<file path="src/rtl/lbc_map.svh">
// register offsets, reset values and current-scale table for the brightness/current bank
// assumes an 8-bit register address and 8-bit data path from the serial host decoder
`ifndef LBC_MAP_SVH
`define LBC_MAP_SVH

`define LBC_OFS_BRT_MAIN_HI 8'h00
`define LBC_OFS_BRT_MAIN_LO 8'h01
`define LBC_OFS_CUR_MAIN_HI 8'h02
`define LBC_OFS_CUR_MAIN_LO 8'h03
`define LBC_OFS_BRT_SEC_HI 8'h04
`define LBC_OFS_BRT_SEC_LO 8'h05

`define LBC_RST_BYTE 8'h00
`define LBC_RD_UNMAPPED 8'h00

// nv byte zero carries current bits 11:8 in its low nibble
`define LBC_NV0_CUR_LSB 0

// maximum sink current in mA per scale code
`define LBC_MA_CODE0 8'h19
`define LBC_MA_CODE1 8'h1E
`define LBC_MA_CODE2 8'h32
`define LBC_MA_CODE3 8'h3C
`define LBC_MA_CODE4 8'h50
`define LBC_MA_CODE5 8'h64
`define LBC_MA_CODE6 8'h78
`define LBC_MA_CODE7 8'h96

`endif

</file>
<file path="src/rtl/lbc_pkg.sv">
// types shared by the brightness/current register bank
// assumes nothing beyond the map header for numbers
package lbc_pkg;

    typedef enum logic [1:0] {
        LBC_ST_LOAD = 2'b01,
        LBC_ST_RUN = 2'b10
    } lbc_state_t;

    // one register access from the serial host decoder
    typedef struct packed {
        logic wr;
        logic rd;
        logic [7:0] addr;
        logic [7:0] wdata;
    } lbc_req_t;

endpackage

</file>
<file path="src/rtl/lbc_regs.sv">
// brightness and output-current register bank of an LED current-sink driver
// assumes a serial host decoder that hands over single byte accesses synchronous to clk_sys
// What this block does
// - The host writes the high byte first and the combined value takes effect on the low byte.
// - In display mode the 16-bit main brightness drives every output.
// - In cluster mode the main brightness drives output 1 only, as its 13 most significant bits.
// - The 12-bit main current sits in 0x02 bits 3:0 and 0x03 and updates on the low-byte write.
// - Output 2 brightness is 13 bits, upper five in 0x04 bits 4:0 and lower eight in 0x05.
// - Reset clears the brightness registers 0x00, 0x01, 0x04 and 0x05.
// - At start-up the current registers load from the two non-volatile configuration bytes.
// - Full scale of the current register means the maximum sink current picked by the scale code.
// - Scale codes 0 to 7 mean 25, 30, 50, 60, 80, 100, 120 and 150 mA.
`timescale 1ns/1ps
`default_nettype none
`include "lbc_map.svh"

module lbc_regs #(
    parameter int MAIN_W = 16,
    parameter int CLU_W = 13,
    parameter int CUR_W = 12
) (
    input wire logic clk_sys,
    input wire logic rst_n,
    input wire lbc_pkg::lbc_req_t host_req,
    input wire logic display_mode,
    input wire logic [2:0] max_sink_current_select,
    input wire logic [7:0] nv_config_byte_zero,
    input wire logic [7:0] nv_config_byte_one,
    output logic [7:0] host_rdata,
    output logic host_rvalid,
    output logic bank_ready,
    output logic [MAIN_W-1:0] out1_brightness,
    output logic [MAIN_W-1:0] out2_brightness,
    output logic [CUR_W-1:0] out_current,
    output logic [7:0] out_max_ma
);

    if (MAIN_W != 16 || CLU_W < 9 || CLU_W > MAIN_W || CUR_W < 9 || CUR_W > 16)
    begin : g_chk
        $error("lbc_regs: unsupported width parameters");
    end

    function automatic logic hit(input lbc_pkg::lbc_req_t r, input logic [7:0] ofs);
        hit = r.addr == ofs;
    endfunction

    lbc_pkg::lbc_state_t state_r;
    logic run;
    logic wr_ok;
    logic rd_ok;
    logic load_nv;
    logic [7:0] brt_main_hi;
    logic [7:0] cur_main_hi;
    logic [7:0] brt_sec_hi;
    logic [MAIN_W-1:0] main_brightness_value;
    logic [CUR_W-1:0] main_current_value;
    logic [CLU_W-1:0] second_output_brightness;
    logic [CUR_W-1:0] nv_current;
    logic [7:0] dec_ma;
    logic [7:0] rdata_r;
    logic rvalid_r;
    logic ready_r;
    logic [MAIN_W-1:0] out1_r;
    logic [MAIN_W-1:0] out2_r;
    logic [CUR_W-1:0] cur_r;
    logic [7:0] max_ma_r;

    assign run = state_r == lbc_pkg::LBC_ST_RUN;
    assign wr_ok = run && host_req.wr;
    assign rd_ok = run && host_req.rd;
    assign load_nv = state_r == lbc_pkg::LBC_ST_LOAD;
    assign nv_current = {nv_config_byte_zero[`LBC_NV0_CUR_LSB +: CUR_W-8], nv_config_byte_one};

    // one load cycle after reset release, then normal access
    always_ff @(posedge clk_sys or negedge rst_n) begin
        if (!rst_n) begin
            state_r <= lbc_pkg::LBC_ST_LOAD;
        end else begin
            unique case (state_r)
                lbc_pkg::LBC_ST_LOAD: state_r <= lbc_pkg::LBC_ST_RUN;
                lbc_pkg::LBC_ST_RUN: state_r <= lbc_pkg::LBC_ST_RUN;
                default: state_r <= lbc_pkg::LBC_ST_LOAD;
            endcase
        end
    end

    lbc_pair_reg #(.HI_W(MAIN_W-8)) u_brt_main (
        .clk_sys(clk_sys),
        .rst_n(rst_n),
        .wr_hi(wr_ok && hit(host_req, `LBC_OFS_BRT_MAIN_HI)),
        .wr_lo(wr_ok && hit(host_req, `LBC_OFS_BRT_MAIN_LO)),
        .wdata(host_req.wdata),
        .load(1'b0),
        .load_val('0),
        .hi_shadow(brt_main_hi),
        .value(main_brightness_value)
    );

    // current pair, loaded from nv bytes at start-up
    lbc_pair_reg #(.HI_W(CUR_W-8)) u_cur_main (
        .clk_sys(clk_sys),
        .rst_n(rst_n),
        .wr_hi(wr_ok && hit(host_req, `LBC_OFS_CUR_MAIN_HI)),
        .wr_lo(wr_ok && hit(host_req, `LBC_OFS_CUR_MAIN_LO)),
        .wdata(host_req.wdata),
        .load(load_nv),
        .load_val(nv_current),
        .hi_shadow(cur_main_hi),
        .value(main_current_value)
    );

    lbc_pair_reg #(.HI_W(CLU_W-8)) u_brt_sec (
        .clk_sys(clk_sys),
        .rst_n(rst_n),
        .wr_hi(wr_ok && hit(host_req, `LBC_OFS_BRT_SEC_HI)),
        .wr_lo(wr_ok && hit(host_req, `LBC_OFS_BRT_SEC_LO)),
        .wdata(host_req.wdata),
        .load(1'b0),
        .load_val('0),
        .hi_shadow(brt_sec_hi),
        .value(second_output_brightness)
    );

    lbc_scale_dec u_dec (
        .code(max_sink_current_select),
        .max_ma(dec_ma)
    );

    // read answer one cycle after the request
    always_ff @(posedge clk_sys or negedge rst_n) begin
        if (!rst_n) begin
            rdata_r <= `LBC_RST_BYTE;
            rvalid_r <= 1'b0;
        end else begin
            rvalid_r <= rd_ok;
            if (rd_ok) begin
                unique case (host_req.addr)
                    `LBC_OFS_BRT_MAIN_HI: rdata_r <= brt_main_hi;
                    `LBC_OFS_BRT_MAIN_LO: rdata_r <= main_brightness_value[7:0];
                    `LBC_OFS_CUR_MAIN_HI: rdata_r <= cur_main_hi;
                    `LBC_OFS_CUR_MAIN_LO: rdata_r <= main_current_value[7:0];
                    `LBC_OFS_BRT_SEC_HI: rdata_r <= brt_sec_hi;
                    `LBC_OFS_BRT_SEC_LO: rdata_r <= second_output_brightness[7:0];
                    default: rdata_r <= `LBC_RD_UNMAPPED;
                endcase
            end
        end
    end

    always_ff @(posedge clk_sys or negedge rst_n) begin
        if (!rst_n) begin
            out1_r <= '0;
            out2_r <= '0;
        end else if (display_mode) begin
            out1_r <= main_brightness_value;
            out2_r <= main_brightness_value;
        end else begin
            out1_r <= MAIN_W'(main_brightness_value[MAIN_W-1 -: CLU_W]);
            out2_r <= MAIN_W'(second_output_brightness);
        end
    end

    always_ff @(posedge clk_sys or negedge rst_n) begin
        if (!rst_n) begin
            cur_r <= '0;
            max_ma_r <= `LBC_RST_BYTE;
            ready_r <= 1'b0;
        end else begin
            cur_r <= main_current_value;
            max_ma_r <= dec_ma;
            ready_r <= run;
        end
    end

    assign host_rdata = rdata_r;
    assign host_rvalid = rvalid_r;
    assign bank_ready = ready_r;
    assign out1_brightness = out1_r;
    assign out2_brightness = out2_r;
    assign out_current = cur_r;
    assign out_max_ma = max_ma_r;

    logic wr_bhi;
    logic wr_blo;
    assign wr_bhi = wr_ok && hit(host_req, `LBC_OFS_BRT_MAIN_HI);
    assign wr_blo = wr_ok && hit(host_req, `LBC_OFS_BRT_MAIN_LO);
endmodule

`default_nettype wire

</file>
<file path="src/rtl/lbc_pair_reg.sv">
// split register pair: high byte held in a shadow, whole value committed on the low byte
// assumes write strobes are one cycle wide and already address-decoded
`timescale 1ns/1ps
`default_nettype none

module lbc_pair_reg #(
    parameter int HI_W = 8
) (
    input wire logic clk_sys,
    input wire logic rst_n,
    input wire logic wr_hi,
    input wire logic wr_lo,
    input wire logic [7:0] wdata,
    input wire logic load,
    input wire logic [HI_W+7:0] load_val,
    output logic [7:0] hi_shadow,
    output logic [HI_W+7:0] value
);

    logic [HI_W-1:0] shadow_r;
    logic [HI_W+7:0] value_r;

    if (HI_W < 1 || HI_W > 8) begin : g_chk
        $error("lbc_pair_reg: HI_W must be 1 to 8");
    end

    always_ff @(posedge clk_sys or negedge rst_n) begin
        if (!rst_n) begin
            shadow_r <= '0;
        end else if (load) begin
            shadow_r <= load_val[HI_W+7:8];
        end else if (wr_hi) begin
            shadow_r <= wdata[HI_W-1:0];
        end
    end

    always_ff @(posedge clk_sys or negedge rst_n) begin
        if (!rst_n) begin
            value_r <= '0;
        end else if (load) begin
            value_r <= load_val;
        end else if (wr_lo) begin
            value_r <= {shadow_r, wdata};
        end
    end

    assign hi_shadow = 8'({shadow_r});
    assign value = value_r;

endmodule

`default_nettype wire

</file>
<file path="src/rtl/lbc_scale_dec.sv">
// decodes the 3-bit current-scale code into a full-scale sink current in mA
// assumes the code is a stable configuration level
`timescale 1ns/1ps
`default_nettype none
`include "lbc_map.svh"

module lbc_scale_dec (
    input wire logic [2:0] code,
    output logic [7:0] max_ma
);

    always_comb begin
        unique case (code)
            3'h0: max_ma = `LBC_MA_CODE0;
            3'h1: max_ma = `LBC_MA_CODE1;
            3'h2: max_ma = `LBC_MA_CODE2;
            3'h3: max_ma = `LBC_MA_CODE3;
            3'h4: max_ma = `LBC_MA_CODE4;
            3'h5: max_ma = `LBC_MA_CODE5;
            3'h6: max_ma = `LBC_MA_CODE6;
            3'h7: max_ma = `LBC_MA_CODE7;
        endcase
    end

endmodule

`default_nettype wire

</file>
<file path="config.mk">
export PLATFORM = sky130hd
export DESIGN_NAME = lbc_regs
export DESIGN_NICKNAME = d
export VERILOG_FILES = /design/src/rtl/lbc_pkg.sv /design/src/rtl/lbc_regs.sv /design/src/rtl/lbc_pair_reg.sv /design/src/rtl/lbc_scale_dec.sv
export VERILOG_INCLUDE_DIRS = /design/src /design/src/rtl
export SDC_FILE = /design/constraint.sdc
export NUM_CORES = 1
export LEC_CHECK = 0
export ABC_AREA = 1
export BUFFER_PORTS_ARGS = -buffer_cell sky130_fd_sc_hd__buf_2
export CAP_MARGIN = 40
export CORE_MARGIN = 2
export CORE_UTILIZATION = 35
export CTS_CLUSTER_SIZE = 20
export DETAILED_ROUTE_END_ITERATION = 7
export PLACE_DENSITY = 0.59
export SKIP_CTS_REPAIR_TIMING = 1
export SLEW_MARGIN = 20
export SYNTH_ARGS = -nofsm -noshare
export SYNTH_HDL_FRONTEND = slang
export SYNTH_HIERARCHICAL = 1
export SYNTH_SLANG_ARGS = --single-unit
export TNS_END_PERCENT = 10
</file>
<file path="constraint.sdc">
create_clock -name clk_sys -period 1.9 [get_ports clk_sys]
set_input_delay 0.095 -clock clk_sys [delete_from_list [all_inputs] [get_ports clk_sys]]
set_output_delay 0.095 -clock clk_sys [all_outputs]
set_load 0.1 [all_outputs]
</file>
* Yosys cells after proc, flatten, opt, wreduce, memory -nomap -nowiden
Memories as Yosys holds them, arrays and structs flattened. A register that Yosys moved wholly into a read port is not among the register bits.
Index checks and enable logic that the tools add are counted.
** Storage, ports and cells
- Flip-flop bits (word level) :: 114
- Output and inout bits :: 62
- Word-level logic and storage cells :: 42
- Bits in read-only memories :: 64
- Input bits :: 40
- Memories :: 1
** Memories
- (no name shown) :: words 8, width 8, rd ports 1, clocked after Yosys merged registers in 1, write ports 0, line lbc_scale_dec.sv:13 : unique case (code)
** Cells by class
- Equal/unequal tests :: 7
- Muxes and demuxes :: 8
- Reduce and logical (&&, ||, !) cells :: 13
** Operator list (count)
- $pmux 8 s6 :: 1
- $mux 16 :: 2
- $mux 12 :: 2
- $eq 8x2->1 const B :: 2
- $eq 8x3->1 const B :: 2
- $eq 8x1->1 const B :: 1
- $logic_and 1x1->1 :: 8
- $logic_not 8->1 :: 1
- $mux 4 :: 2
- $reduce_bool 2->1 :: 2
- $eq 2x1->1 const B :: 1
- $eq 2x2->1 const B :: 1
- $mux 2 :: 1
- $reduce_or 2->1 :: 1
- $logic_not 1->1 :: 1

* Depth between registers and ports, before layout
- Word-level depth :: 5
- Mapped depth :: 10
- Gate-level depth less buffers :: 9

* By module
The synthesis kept the hierarchy.
** By module, submodules not included
- lbc_regs :: area an instance 2638.8 um^2, times used 1, cells an instance 305, sequential area each 1527.7 um^2
- lbc_pair_reg at u_brt_main :: area an instance 1119.8 um^2, times used 1, cells an instance 123, sequential area each 600.6 um^2
- lbc_pair_reg at u_brt_sec :: area an instance 847.1 um^2, times used 1, cells an instance 97, sequential area each 450.4 um^2
- lbc_pair_reg at u_cur_main :: area an instance 744.5 um^2, times used 1, cells an instance 88, sequential area each 400.4 um^2
- lbc_scale_dec :: area an instance 131.4 um^2, times used 1, cells an instance 22, sequential area each 0.0 um^2

* Worst setup path before layout
Ideal clock, no wire load.
- Kind :: reg-to-reg
- Start :: register state_r[0]
- End :: register u_cur_main.value_r[11], in the netlist u_cur_main/value[11]
- Stages on the path, launching flop included :: 8
- Setup time :: 0.069 ns
- Arrival :: 1.620 ns
- Slack :: 0.211 ns
- Data required time :: 1.831 ns
- Period minus slack after synthesis :: 1.689 ns
- Buffers on the path :: 1
- Cell sequence :: dfstp_2 inv_1 ha_1 nand2_1 nor4_1 buf_2 nand3_1 nand3_1
** On the way
- Cells in the longest elaborated chain, start to end :: 4
- Elaborated cells on any way between the ends :: 6
- Classes of those cells :: 2 x eq/ne; 1 x mux; 3 x reduce/logical
** Ends and longest elaborated chain
- from (decl) :: line lbc_regs.sv:47 : lbc_pkg::lbc_state_t state_r;
- from (signal assigned) :: line lbc_regs.sv:77 : state_r <= lbc_pkg::LBC_ST_LOAD;
- from (signal assigned) :: line lbc_regs.sv:80 : lbc_pkg::LBC_ST_LOAD: state_r <= lbc_pkg::LBC_ST_RUN;
- from (signal assigned) :: line lbc_regs.sv:81 : lbc_pkg::LBC_ST_RUN: state_r <= lbc_pkg::LBC_ST_RUN;
- $eq 2x2->1 :: line lbc_regs.sv:68 : assign run = state_r == lbc_pkg::LBC_ST_RUN;
- named net run :: line lbc_regs.sv:48 : logic run;
- $logic_and 1x1->1 :: line lbc_regs.sv:69 : assign wr_ok = run && host_req.wr;
- $logic_and 1x1->1 :: line lbc_regs.sv:104 : .wr_lo(wr_ok && hit(host_req, `LBC_OFS_CUR_MAIN_LO)),
- $reduce_bool 2->1 (no source line)
- to (signal assigned) :: line lbc_pair_reg.sv:41 : value_r <= load_val;
- to (signal assigned) :: line lbc_pair_reg.sv:43 : value_r <= {shadow_r, wdata};
- to (decl) :: line lbc_pair_reg.sv:21 : logic [HI_W+7:0] value_r;
The timed path passes the listed nets, and every way through them passes these cells.
A chain may end at the register's enable or synchronous reset.

* Final worst setup path
- Start :: register state_r[0]
- End :: register u_brt_sec.value_r[12], in the netlist u_brt_sec/value[12]
** On the way
- Cells in the longest elaborated chain, start to end :: 3
** Ends and longest elaborated chain
- $eq 2x2->1 :: line lbc_regs.sv:68
- named net run :: line lbc_regs.sv:48
- $logic_and 1x1->1 :: line lbc_regs.sv:69
- $logic_and 1x1->1 :: line lbc_regs.sv:116 : .wr_lo(wr_ok && hit(host_req, `LBC_OFS_BRT_SEC_LO)),
- to (signal assigned) :: line lbc_pair_reg.sv:41
- to (signal assigned) :: line lbc_pair_reg.sv:43
- to (decl) :: line lbc_pair_reg.sv:21
The timed path passes the listed nets, and every way through them passes these cells.

==> run metrics <==
Pwr Density=1070 nW/um^2; Yosys cell types=27; Min Clock Period, post-route=1.74 ns; critical path class=register to register; fmax=575 MHz; DP HPWL=10100 microns; outcome=finished clean; sequential-to-total area share from yosys stat=54.3%; clk_lat worst skew=0.41 ns; GRT overflow=0; mapped cell area=5480 sq um; Fin. Hold Viols=0; wire per inst=13.8 microns; placed cells=964; crit path max fanout=11; Initial Util=35.9%; CTS tree=yes; vias in the first global route=4269; M3 GR Usage=4.58%; Post-synth top flop=dfrtp_1; first-pass GRT wire length=22700 microns; Pins Over Slew Limit=0; synthesized flop and latch total=119; Synth async-reset ratio=100%; initial drt markers=341; Die W=129 microns; Yosys warnings=6; Slew HR=63.9%; fillers=1492; total CTS buffers=17; clock buffer depth=2; total routed wirelength=14000 microns; hold depth=3; Tcrit/Tclk final=91.6%; most frequent cells after synthesis=188 x nand2_1, 136 x nand3_1, 118 x dfrtp_1; Least-Margin Pin Slew=0.541 ns; H-tree Lvls=4; GRT Overall Usage=17.9%; Core Area=15300 sq um; Crit path arrival time=2.09 ns; GP Congestion=0.809; crit start category=register; Nets=837; dpl cell area=6250 sq um; peak supply drop=0.613 mV; share of cells above drive strength 1=21.8%; Diodes inserted=0; CTS root buf=clkbuf_16; # DRC=0; clock skew=0.00507 ns; routed via count=4484; Worst Path Required=2.25 ns; # port buffers=97; met1 GRT Util=25.8%; largest net degree at the start of global routing=53; vias per cell=4.42; Antenna Nets Post-Route=0; Finished Layout Cells=1014; Final setup viols=0; synth top area cells=dfrtp_1 54%, nand2_1 13%, nand3_1 12%; design area=7040 sq um; Synth top area share=53.9%; worst min-delay path class=input port to register; Layout area overhead=28.4%; grt peak-use layer=met2; clk sinks=119; Mapped Cells=635; # IOs=102; Mean Syn Cell Area=8.63 sq um; clock-pin slew on the worst setup and hold paths=0.05 ns; die height=129 microns; final core utilization=46.1%; Core Rows=45; DR pass1 iterations=5; element type at the critical path end=register; Die ar.=16700 sq um; met2 GRT Util=26.2%; initial antenna violation count=0; cell leakage power=3.64 nW; Worst R2R Path Depth=8; leading cell type by number of instances after synthesis=nand2_1; Max-cap violations=0; final setup TNS=0 ns; RSZ-0062 raised after global routing=no; EDFF count, synth=0; area leader, netlist=dfrtp_1
[where the power goes]
part	total (mW)	internal (mW)	switching (mW)
Combinational	1.40	0.243	1.16
Clock	3.24	2.15	1.09
Sequential	2.89	2.75	0.133
[critical path, stage by stage (launching register included)]
cell and delay [ns]:
dfstp_2 0.37, inv_1 0.05, ha_1 0.15, nand2_1 0.12, buf_4 0.17, nor2_1 0.34, buf_4 0.28, nand3_1 0.10
nand3_1 0.09
[per-stage QoR]
step	hold slack [ns]	power (mW)	setup WS, ns
after floorplan	-0.201	3.98	0.211
after global placement	0.0604	4.29	0.0160
after detailed placement	0.0641	4.30	-0.0484
after CTS	-0.382	7.56	-0.0502
after global routing	0.0467	7.82	0.00387
final	0.0252	7.53	0.159
[layout by cell type (no fill, tap or decap), drive strengths merged]
cell | Yosys | layout
nand2 | 193 | 193
inv | 55 | 55
buf | 29 | 119
clkinvlp | 0 | 1
nor4 | 1 | 1
dlygate4sd3 | 0 | 16
nor2 | 54 | 54
dfstp | 1 | 1
bufinv | 0 | 3
conb | 3 | 38
nand3 | 140 | 140
nor3 | 1 | 1
clkbuf | 5 | 23
ha | 7 | 7
clkinv | 1 | 6
dfrtp | 118 | 118
o21ai | 27 | 27
[routing by layer]
layer | share of wire, % | vias to the layer above
met5 | 0 | -
met4 | 1.5 | 0
met3 | 7.2 | 20
met2 | 44 | 158
met1 | 47 | 2006
li1 | - | 2300
[flip-flops by register name, indices dropped and copies added (netlist names), 8 cells and up]
name / flops
out_current: 12
u_brt_sec/value: 13
host_rdata: 8
out_max_ma: 8
out1_brightness: 14
u_cur_main/value: 12
u_brt_main/value: 16
out2_brightness: 15
u_brt_main/hi_shadow: 8
[kinds of logic (layout without fill, tap and decap cells)]
family / Yosys count / count (layout) / synth area share [%]
compound gates: 27 / 27 / 2.47
fa+ha+maj: 7 / 7 / 1.60
buf+inv: 90 / 223 / 9.50
flops: 119 / 119 / 54.3
other cells: 3 / 38 / 0.205
simple gates: 389 / 389 / 31.9
[path summary, 6_finish.rpt]
| path | from | endpoint | slack, ns |
|---|---|---|---|
| min in group asynchronous | rst_n | out1_brightness[9] | 0.17 |
| worst min register to register | u_cur_main/value[10] | out_current[10] | 0.38 |
| worst max-delay path | state_r[0] | u_brt_sec/value[12] | 0.16 |
| worst min-delay path | host_req[16] | host_rvalid | 0.03 |
| worst max register to register | state_r[0] | u_brt_sec/value[12] | 0.16 |
| max in group asynchronous | rst_n | state_r[0] | 1.07 |
[cell type report]
cell class              count  area, sq um  share of cell area (%)
clock buffers              23          478                    6.79
inverters                  56          220                    3.13
multi-input cells         461         2130                    30.3
flip-flops and latches    119         2980                    42.3
repair buffers            135          840                    11.9
clock inverters             9          123                    1.74
well taps                 211          264                    3.75
No activity file was read; power rests on OpenSTA's default activity.
